## src/literal_move_return_exec_pkg.sv

```systemverilog
package literal_move_return_exec_pkg;

    // Clock and return timing
    localparam int CLK_PERIOD_NS = 25;
    localparam int RETURN_CYCLES = 2;

    // Instruction word layout
    localparam int INSTR_W = 14;
    localparam int PC_W    = 15;
    localparam int PTR_W   = 16;

    // Opcode patterns; '?' marks operand bits
    localparam logic [13:0] OP_IDLE   = 14'b00_0000_0000_0000;
    localparam logic [13:0] OP_RESET  = 14'b00_0000_0000_0001;
    localparam logic [13:0] OP_RETFI  = 14'b00_0000_0000_1001;
    localparam logic [13:0] OP_WIMODE = 14'b00_0000_0001_1???;
    localparam logic [13:0] OP_LBANK  = 14'b00_0000_001?_????;
    localparam logic [13:0] OP_WFILE  = 14'b00_0000_1???_????;
    localparam logic [13:0] OP_LWORK  = 14'b11_0000_????_????;
    localparam logic [13:0] OP_LPAGE  = 14'b11_0001_1???_????;
    localparam logic [13:0] OP_WIREL  = 14'b11_1111_1???_????;

    // Operand fields
    localparam int PTR_SEL_BIT = 2;
    localparam int REL_SEL_BIT = 6;
    localparam int MODE_LSB    = 0;
    localparam int OFFS_MSB    = 5;

    // Indirect mode field encodings
    localparam logic [1:0] MODE_PREINC  = 2'h0;
    localparam logic [1:0] MODE_PREDEC  = 2'h1;
    localparam logic [1:0] MODE_POSTINC = 2'h2;
    localparam logic [1:0] MODE_POSTDEC = 2'h3;

    // File addresses of the two indirect access ports
    localparam logic [6:0] IND0_ADDR = 7'h00;
    localparam logic [6:0] IND1_ADDR = 7'h01;

    // Register byte offsets
    localparam logic [7:0] ADDR_WORK     = 8'h00;
    localparam logic [7:0] ADDR_BANK     = 8'h04;
    localparam logic [7:0] ADDR_PAGE     = 8'h08;
    localparam logic [7:0] ADDR_PTR0     = 8'h0c;
    localparam logic [7:0] ADDR_PTR1     = 8'h10;
    localparam logic [7:0] ADDR_INT_CTRL = 8'h14;
    localparam logic [7:0] ADDR_PWR_CTRL = 8'h18;
    localparam logic [7:0] ADDR_PC       = 8'h1c;
    localparam logic [7:0] ADDR_STATUS   = 8'h20;

    // Field positions and reset values
    localparam int          INT_EN_BIT     = 7;
    localparam int          RST_FLAG_BIT   = 2;
    localparam logic        RST_FLAG_RESET = 1'b1;
    localparam logic [7:0]  INT_CTRL_RST   = 8'h00;
    localparam logic [2:0]  STATUS_RST     = 3'h0;
    localparam logic [1:0]  RESP_OKAY      = 2'h0;
    localparam logic [1:0]  RESP_SLVERR    = 2'h2;

endpackage : literal_move_return_exec_pkg

```

## src/literal_move_return_exec.sv

```systemverilog
`timescale 1ns/1ps
// How it works
// - Bank literal instruction loads five-bit operand into bank select, flags untouched.
// - Page literal instruction loads seven-bit operand into page latch, flags untouched.
// - Work literal instruction loads eight-bit operand into work register in one cycle.
// - Store-to-file writes work register to seven-bit file address in one cycle.
// - Indirect store writes work to pointer plus one, minus one, the pointer itself (post modes), or pointer plus signed offset.
// - Mode field: 00 preinc, 01 predec, 10 postinc, 11 postdec.
// - Afterwards pointer is old plus one, minus one, or unchanged for offset.
// - Accessing the indirect port writes the address held in its pointer instead.
// - Pointers are sixteen bits and wrap modulo the full range.
// - Indirect store and its pointer update change no status flag.
// - Software reset loads the core registers with their hardware reset values, leaves the bus side alone, and clears the reset-instruction flag.
// - Return from interrupt pops stack into PC, two cycles, one word.
// - Return from interrupt sets global interrupt enable, bit seven of control.
module literal_move_return_exec
    import literal_move_return_exec_pkg::*;
(
    input  wire logic                SYS_CLK,
    input  wire logic                RESETN,
    input  wire logic [INSTR_W-1:0]  INSTR,
    input  wire logic                INSTR_VALID,
    output logic                     INSTR_READY,
    input  wire logic [PC_W-1:0]     TOP_OF_STACK,
    output logic                     STACK_POP,
    output logic [PC_W-1:0]          PC,
    output logic                     CORE_RESET,
    output logic                     DATA_WE,
    output logic [PTR_W-1:0]         DATA_ADDR,
    output logic [7:0]               DATA_WDATA,
    input  wire logic [7:0]          AWADDR,
    input  wire logic                AWVALID,
    output logic                     AWREADY,
    input  wire logic [31:0]         WDATA,
    input  wire logic [3:0]          WSTRB,
    input  wire logic                WVALID,
    output logic                     WREADY,
    output logic [1:0]               BRESP,
    output logic                     BVALID,
    input  wire logic                BREADY,
    input  wire logic [7:0]          ARADDR,
    input  wire logic                ARVALID,
    output logic                     ARREADY,
    output logic [31:0]              RDATA,
    output logic [1:0]               RRESP,
    output logic                     RVALID,
    input  wire logic                RREADY
);

    typedef struct packed {
        logic [7:0]       work;
        logic [4:0]       bank;
        logic [6:0]       page;
        logic [PTR_W-1:0] ptr0;
        logic [PTR_W-1:0] ptr1;
        logic [7:0]       int_ctrl;
        logic             rst_flag;
        logic [2:0]       status;
        logic [PC_W-1:0]  pc;
        logic             ready;
        logic             pop;
        logic             core_rst;
        logic             we;
        logic [PTR_W-1:0] waddr;
        logic [7:0]       wdata;
        logic             have_aw;
        logic [7:0]       aw_addr;
        logic             have_w;
        logic [31:0]      w_data;
        logic [3:0]       w_strb;
        logic             awready;
        logic             wready;
        logic             bvalid;
        logic [1:0]       bresp;
        logic             arready;
        logic             rvalid;
        logic [31:0]      rdata;
        logic [1:0]       rresp;
    } state_s;

    state_s s;
    state_s next_s;

    // Byte-lane merge of a bus write into an old value
    function automatic logic [31:0] merge(input logic [31:0] old, input logic [31:0] nw,
                                          input logic [3:0] strb);
        logic [31:0] r;
        r = old;
        for (int i = 0; i < 4; i++) begin
            if (strb[i]) begin
                r[i*8 +: 8] = nw[i*8 +: 8];
            end
        end
        return r;
    endfunction : merge

    // Register read decode; unmapped addresses are flagged
    function automatic logic [32:0] read_reg(input state_s st, input logic [7:0] a);
        logic [32:0] r;
        r = {1'b0, 32'h0000_0000};
        case (a)
            ADDR_WORK:   r[7:0] = st.work;
            ADDR_BANK:   r[4:0] = st.bank;
            ADDR_PAGE:   r[6:0] = st.page;
            ADDR_PTR0:   r[15:0] = st.ptr0;
            ADDR_PTR1:   r[15:0] = st.ptr1;
            ADDR_INT_CTRL: r[7:0] = st.int_ctrl;
            ADDR_PWR_CTRL: r[RST_FLAG_BIT] = st.rst_flag;
            ADDR_PC:     r[PC_W-1:0] = st.pc;
            ADDR_STATUS: r[2:0] = st.status;
            default:     r[32] = 1'b1;
        endcase
        return r;
    endfunction : read_reg

    // Core registers to their reset values, bus side left alone
    function automatic state_s core_reset(input state_s st);
        state_s r;
        r = st;
        r.work     = 8'h00;
        r.bank     = 5'h00;
        r.page     = 7'h00;
        r.ptr0     = 16'h0000;
        r.ptr1     = 16'h0000;
        r.int_ctrl = INT_CTRL_RST;
        r.status   = STATUS_RST;
        r.pc       = 15'h0000;
        r.ready    = 1'b1;
        r.pop      = 1'b0;
        r.we       = 1'b0;
        r.waddr    = 16'h0000;
        r.wdata    = 8'h00;
        r.core_rst = 1'b0;
        return r;
    endfunction : core_reset

    logic             go;
    logic             sel;
    logic [1:0]       mode;
    logic [PTR_W-1:0] ptr_old;
    logic [PTR_W-1:0] ptr_new;
    logic [PTR_W-1:0] eff;
    logic [PTR_W-1:0] offs;
    logic [31:0]      m;
    logic [32:0]      rd;

    // Next-state logic: bus slave first, then instruction execution
    always_comb begin
        next_s  = s;
        sel     = 1'b0;
        mode    = MODE_PREINC;
        ptr_old = 16'h0000;
        ptr_new = 16'h0000;
        eff     = 16'h0000;
        offs    = 16'h0000;
        m       = 32'h0000_0000;
        rd      = 33'h0_0000_0000;
        go      = INSTR_VALID && s.ready;
        next_s.pop      = 1'b0;
        next_s.we       = 1'b0;
        next_s.core_rst = 1'b0;
        next_s.ready    = 1'b1;

        // Write channels may arrive in either order
        if (AWVALID && s.awready) begin
            next_s.have_aw = 1'b1;
            next_s.aw_addr = AWADDR;
        end
        if (WVALID && s.wready) begin
            next_s.have_w = 1'b1;
            next_s.w_data = WDATA;
            next_s.w_strb = WSTRB;
        end
        if (s.bvalid && BREADY) begin
            next_s.bvalid = 1'b0;
        end
        if (s.have_aw && s.have_w && !s.bvalid) begin
            next_s.have_aw = 1'b0;
            next_s.have_w  = 1'b0;
            next_s.bvalid  = 1'b1;
            next_s.bresp   = RESP_OKAY;
            case (s.aw_addr)
                ADDR_WORK: begin
                    m = merge({24'h0, s.work}, s.w_data, s.w_strb);
                    next_s.work = m[7:0];
                end
                ADDR_BANK: begin
                    m = merge({27'h0, s.bank}, s.w_data, s.w_strb);
                    next_s.bank = m[4:0];
                end
                ADDR_PAGE: begin
                    m = merge({25'h0, s.page}, s.w_data, s.w_strb);
                    next_s.page = m[6:0];
                end
                ADDR_PTR0: begin
                    m = merge({16'h0, s.ptr0}, s.w_data, s.w_strb);
                    next_s.ptr0 = m[15:0];
                end
                ADDR_PTR1: begin
                    m = merge({16'h0, s.ptr1}, s.w_data, s.w_strb);
                    next_s.ptr1 = m[15:0];
                end
                ADDR_INT_CTRL: begin
                    m = merge({24'h0, s.int_ctrl}, s.w_data, s.w_strb);
                    next_s.int_ctrl = m[7:0];
                end
                ADDR_PWR_CTRL: begin
                    m = merge({29'h0, s.rst_flag, 2'h0}, s.w_data, s.w_strb);
                    next_s.rst_flag = m[RST_FLAG_BIT];
                end
                ADDR_STATUS: begin
                    m = merge({29'h0, s.status}, s.w_data, s.w_strb);
                    next_s.status = m[2:0];
                end
                ADDR_PC: next_s.bresp = RESP_OKAY;  // Read only, write ignored
                default: next_s.bresp = RESP_SLVERR;
            endcase
        end
        next_s.awready = !next_s.have_aw && !next_s.bvalid;
        next_s.wready  = !next_s.have_w && !next_s.bvalid;

        // Read channel: one outstanding read
        if (s.rvalid && RREADY) begin
            next_s.rvalid = 1'b0;
        end
        if (ARVALID && s.arready) begin
            rd            = read_reg(s, ARADDR);
            next_s.rdata  = rd[31:0];
            next_s.rresp  = rd[32] ? RESP_SLVERR : RESP_OKAY;
            next_s.rvalid = 1'b1;
        end
        next_s.arready = !next_s.rvalid;

        // Instruction execution; status is written here only by the software reset
        if (go) begin
            next_s.pc = s.pc + 15'h0001;
            casez (INSTR)
                OP_IDLE: begin
                    next_s.pc = s.pc + 15'h0001;
                end
                OP_RESET: begin
                    next_s          = core_reset(next_s);
                    next_s.rst_flag = 1'b0;
                    next_s.core_rst = 1'b1;
                end
                OP_RETFI: begin
                    next_s.pc                 = TOP_OF_STACK;
                    next_s.pop                = 1'b1;
                    next_s.ready              = 1'b0;
                    next_s.int_ctrl[INT_EN_BIT] = 1'b1;
                end
                OP_WIMODE, OP_WIREL: begin
                    if (INSTR[13]) begin
                        sel = INSTR[REL_SEL_BIT];
                    end else begin
                        sel = INSTR[PTR_SEL_BIT];
                    end
                    mode    = INSTR[MODE_LSB +: 2];
                    ptr_old = sel ? s.ptr1 : s.ptr0;
                    offs    = {{10{INSTR[OFFS_MSB]}}, INSTR[OFFS_MSB:0]};
                    if (INSTR[13]) begin
                        eff     = ptr_old + offs;
                        ptr_new = ptr_old;
                    end else begin
                        case (mode)
                            MODE_PREINC: begin
                                ptr_new = ptr_old + 16'h0001;
                                eff     = ptr_new;
                            end
                            MODE_PREDEC: begin
                                ptr_new = ptr_old - 16'h0001;
                                eff     = ptr_new;
                            end
                            MODE_POSTINC: begin
                                ptr_new = ptr_old + 16'h0001;
                                eff     = ptr_old;
                            end
                            default: begin
                                ptr_new = ptr_old - 16'h0001;
                                eff     = ptr_old;
                            end
                        endcase
                    end
                    if (sel) begin
                        next_s.ptr1 = ptr_new;
                    end else begin
                        next_s.ptr0 = ptr_new;
                    end
                    next_s.we    = 1'b1;
                    next_s.waddr = eff;
                    next_s.wdata = s.work;
                end
                OP_LBANK: begin
                    next_s.bank = INSTR[4:0];
                end
                OP_WFILE: begin
                    next_s.we    = 1'b1;
                    next_s.wdata = s.work;
                    if (INSTR[6:0] == IND0_ADDR) begin
                        next_s.waddr = s.ptr0;
                    end else if (INSTR[6:0] == IND1_ADDR) begin
                        next_s.waddr = s.ptr1;
                    end else begin
                        next_s.waddr = {4'h0, s.bank, INSTR[6:0]};
                    end
                end
                OP_LWORK: begin
                    next_s.work = INSTR[7:0];
                end
                OP_LPAGE: begin
                    next_s.page = INSTR[6:0];
                end
                default: begin
                    next_s.pc = s.pc + 15'h0001;               // Unhandled words only advance
                end
            endcase
        end
    end

    // State register with synchronous reset
    always_ff @(posedge SYS_CLK) begin
        if (!RESETN) begin
            s         <= core_reset('0);
            s.rst_flag <= RST_FLAG_RESET;
            s.awready <= 1'b1;
            s.wready  <= 1'b1;
            s.arready <= 1'b1;
        end else begin
            s <= next_s;
        end
    end

    // Outputs straight from the state register
    assign INSTR_READY = s.ready;
    assign STACK_POP   = s.pop;
    assign PC          = s.pc;
    assign CORE_RESET  = s.core_rst;
    assign DATA_WE     = s.we;
    assign DATA_ADDR   = s.waddr;
    assign DATA_WDATA  = s.wdata;
    assign AWREADY     = s.awready;
    assign WREADY      = s.wready;
    assign BRESP       = s.bresp;
    assign BVALID      = s.bvalid;
    assign ARREADY     = s.arready;
    assign RDATA       = s.rdata;
    assign RRESP       = s.rresp;
    assign RVALID      = s.rvalid;

endmodule : literal_move_return_exec

```

## config.mk

```make
export PLATFORM = sky130hd
export DESIGN_NAME = literal_move_return_exec
export DESIGN_NICKNAME = d
export VERILOG_FILES = /design/src/literal_move_return_exec_pkg.sv /design/src/literal_move_return_exec.sv
export SDC_FILE = /design/constraint.sdc
export NUM_CORES = 1
export LEC_CHECK = 0
export BUFFER_PORTS_ARGS = -buffer_cell sky130_fd_sc_hd__buf_2
export CORE_MARGIN = 4
export CORE_UTILIZATION = 34
export CTS_CLUSTER_SIZE = 8
export DETAILED_ROUTE_END_ITERATION = 12
export PLACE_DENSITY = 0.57
export SLEW_MARGIN = 20
export SYNTH_ARGS = -nofsm -noshare
export SYNTH_HDL_FRONTEND = slang
export SYNTH_SLANG_ARGS = --single-unit
```

## constraint.sdc

```tcl
create_clock -name SYS_CLK -period 4.1 [get_ports SYS_CLK]
set_input_delay 0.41 -clock SYS_CLK [delete_from_list [all_inputs] [get_ports SYS_CLK]]
set_output_delay 0.41 -clock SYS_CLK [all_outputs]
set_load 0.01 [all_outputs]
```

==> flow_summary.ini <==
[final_layout]
area_growth_pct = 10.8
post-route-util_pct = 38.2
stdcell_area_mm2 = 0.0116
nFillCells = 3141
final_layout_size_suffix_gt1_share_pct = 18.1
num_antenna_cells = 0
fin_nets = 1474

[logic_synthesis]
syn-cell-area_mm2 = 0.0105
synth_common_cells = nor2_1 (168), dfxtp_1 (158), nand2_1 (130)
synth_edf_count = 0
synth_ff_type = dfxtp_1
synth.area.top_cells = dfxtp_1 (30%), mux2i_1 (7.4%), nor2_1 (6.0%)
syn_area_per_cell_um2 = 7.93
ys_ff_latch = 158
yosys.cell_types.count = 90
yosysWarnings = 0
async_flop_share_pct = 0
synth.most_common_cell = nor2_1
synth_top_area_share_pct = 30.1
ys_seq_area_share_pct = 30.1
yosys.area.top_type = dfxtp_1
syn_inst = 1324

[pwr]
power.density_mw_per_mm2 = 319
power_leakage_uw = 0.00487
ir_drop_mv = 0.278
power.total_uw = 3710

[clock_tree]
tritoncts.num_buffers = 17
cts_max_level = 4
clock_sinks = 158
cts_tree = yes
path_clk_slew_ns = 0.07
cts_resized = 0
clk_latency_ns = 0.44
cts_buffer_depth = 2
root_buffer = clkbuf_16
hold_buffers = 0
cts_setup_buffers = 0

[setup_path]
end_kind = register
start_kind = primary input
critPathArrivalTime_ns = 3.47
path_cells = buf_2, mux2_4, mux2i_1, inv_1, ha_1, inv_1, fa_1, nor2b_1, o211ai_1, a211oi_1, o31ai_1, o21ai_0, mux2i_1, o311ai_1
required_ns = 4.41
critPathMaxFanout = 24
critical_path_class = primary input to register
slowest_stage = mux2_4
max_stage_delay_ns = 0.44

[timing]
period_share_pct = 77.1
max_slew_margin_pct = 41.0
hold_violations = 0
clock_skew_ns = 0.00939
rsz0062_at_grt = no
drv_slew = 0
max_freq_mhz = 316
tns_ns = 0
min_period_ns = 3.16
holdWs_ns = 0.197
setup_viol_count_final = 0
worstMarginPinSlew_ns = 0.884

[place]
hpwlAfterDp_um = 27500
io_buffers = 136
place_congestion = 0.934
place_area_mm2 = 0.0110

[detailed_routing]
routedWlPerCell_um = 20.9
first_pass_iters = 6
avgViaCountPerCell = 5.77
drc = 0
vias = 10200
drt-initial-drc-count = 1086
wirelength_um = 37100
final_antenna_net_count = 0

[run]
maxCapViolations = 0

[global_routing]
globalRouteTotalUtil_pct = 21.1
antenna_found_initial = 0
grt_pass1_wl_um = 56100
grt_remaining_overflow = 0
grt_max_degree = 54
grt_pass1_vias = 9459

[die]
start_util_pct = 34.4
coreArea_mm2 = 0.0305
die_w_um = 184
rows = 64
pin_count = 173
die-area_mm2 = 0.0338
die_h_um = 184

[status]
outcome = finished, final reports clean

[worst_hold_path]
hp-class = primary input to register
## kinds of logic after synthesis
logic type	Yosys count	synth area share (%)
multiplexers	114	11.8
AO/OA/AOI/OAI	322	20.8
adder cells (fa/ha/maj)	19	2.33
flip-flops	158	30.1
buffers and inverters	183	9.64
other	1	0.0357
AND/OR/NAND/NOR	491	22.2
XOR/XNOR	36	3.00
## sequential cells by signal, summed over array words and instances, names as in the netlist, 8 cells and up
name        count
s              92
RDATA          16
PC             15
DATA_ADDR      16
DATA_WDATA      8
## where the power goes
part / switching [uW] / total (uW) / internal, uW
Clock: 790 / 1670 / 875
Sequential: 49.5 / 1620 / 1570
Combinational: 271 / 420 / 150
## cell usage in the layout (no fill, tap or decap), drive strengths merged, types with 17 or more instances in the layout
cell type,count
inv,32
nand2,130
mux2,30
o21ai,48
a21oi,91
o22ai,18
conb,18
a211oi,22
nor2,169
nor4,17
buf,163
clkbuf,18
ha,18
a22oi,32
nor3,51
mux2i,80
nand3,36
and2,17
xnor2,27
dfxtp,158
## routing by layer
layer  global-route usage (%)  routed length (um)  up-vias
li1                         -                   -     4824
met1                     30.2               16600     4898
met2                     32.4               16400      470
met3                     3.48                3300       57
met4                     6.63                 809        0
met5                        0                   0        -
## worst max-delay path, delay by kind of cell
| family | cells | cell delay (ns) |
|---|---|---|
| compound gates | 5 | 1.09 |
| mux | 3 | 0.82 |
| fa+ha+maj | 2 | 0.59 |
| buf+inv | 3 | 0.38 |
| simple gates | 1 | 0.17 |
## metrics by stage
| step | setup slack (ns) | instances |
|---|---|---|
| 2_1_floorplan | 0.681 | 1341 |
| 3_3_place_gp | 0.531 | 1743 |
| 3_5_place_dp | 0.560 | 1743 |
| 4_1_cts | 0.991 | 1775 |
| 5_1_grt | 0.692 | 1775 |
| 6_report | 0.940 | 1775 |
## area by class of cell
type                            instances  area, um2  area share, %
Multi-Input combinational cell       1000       6400           55.0
Sequential cell                       158       3160           27.2
Timing Repair Buffer                  163        883           7.59
Tap cell                              396        495           4.26
Clock buffer                           18        429           3.69
Clock inverter                         14        174           1.49
Inverter                               26       98.8          0.849
## path summary, 6_finish.rpt
kind / startpoint / to / slack, ns / cells past startpoint
worst max-delay path: INSTR[6] / DATA_ADDR[14]$_SDFFE_PN0P_ / 0.94 / 14
worst min register to register: s[57]$_SDFFE_PN0P_ / s[57]$_SDFFE_PN0P_ / 0.48 / 2
worst max register to register: s[158]$_SDFF_PN0_ / DATA_ADDR[14]$_SDFFE_PN0P_ / 0.98 / 12
worst min-delay path: WDATA[5] / s[50]$_SDFFE_PN0P_ / 0.20 / 3
(Power assumes the default switching activity.)
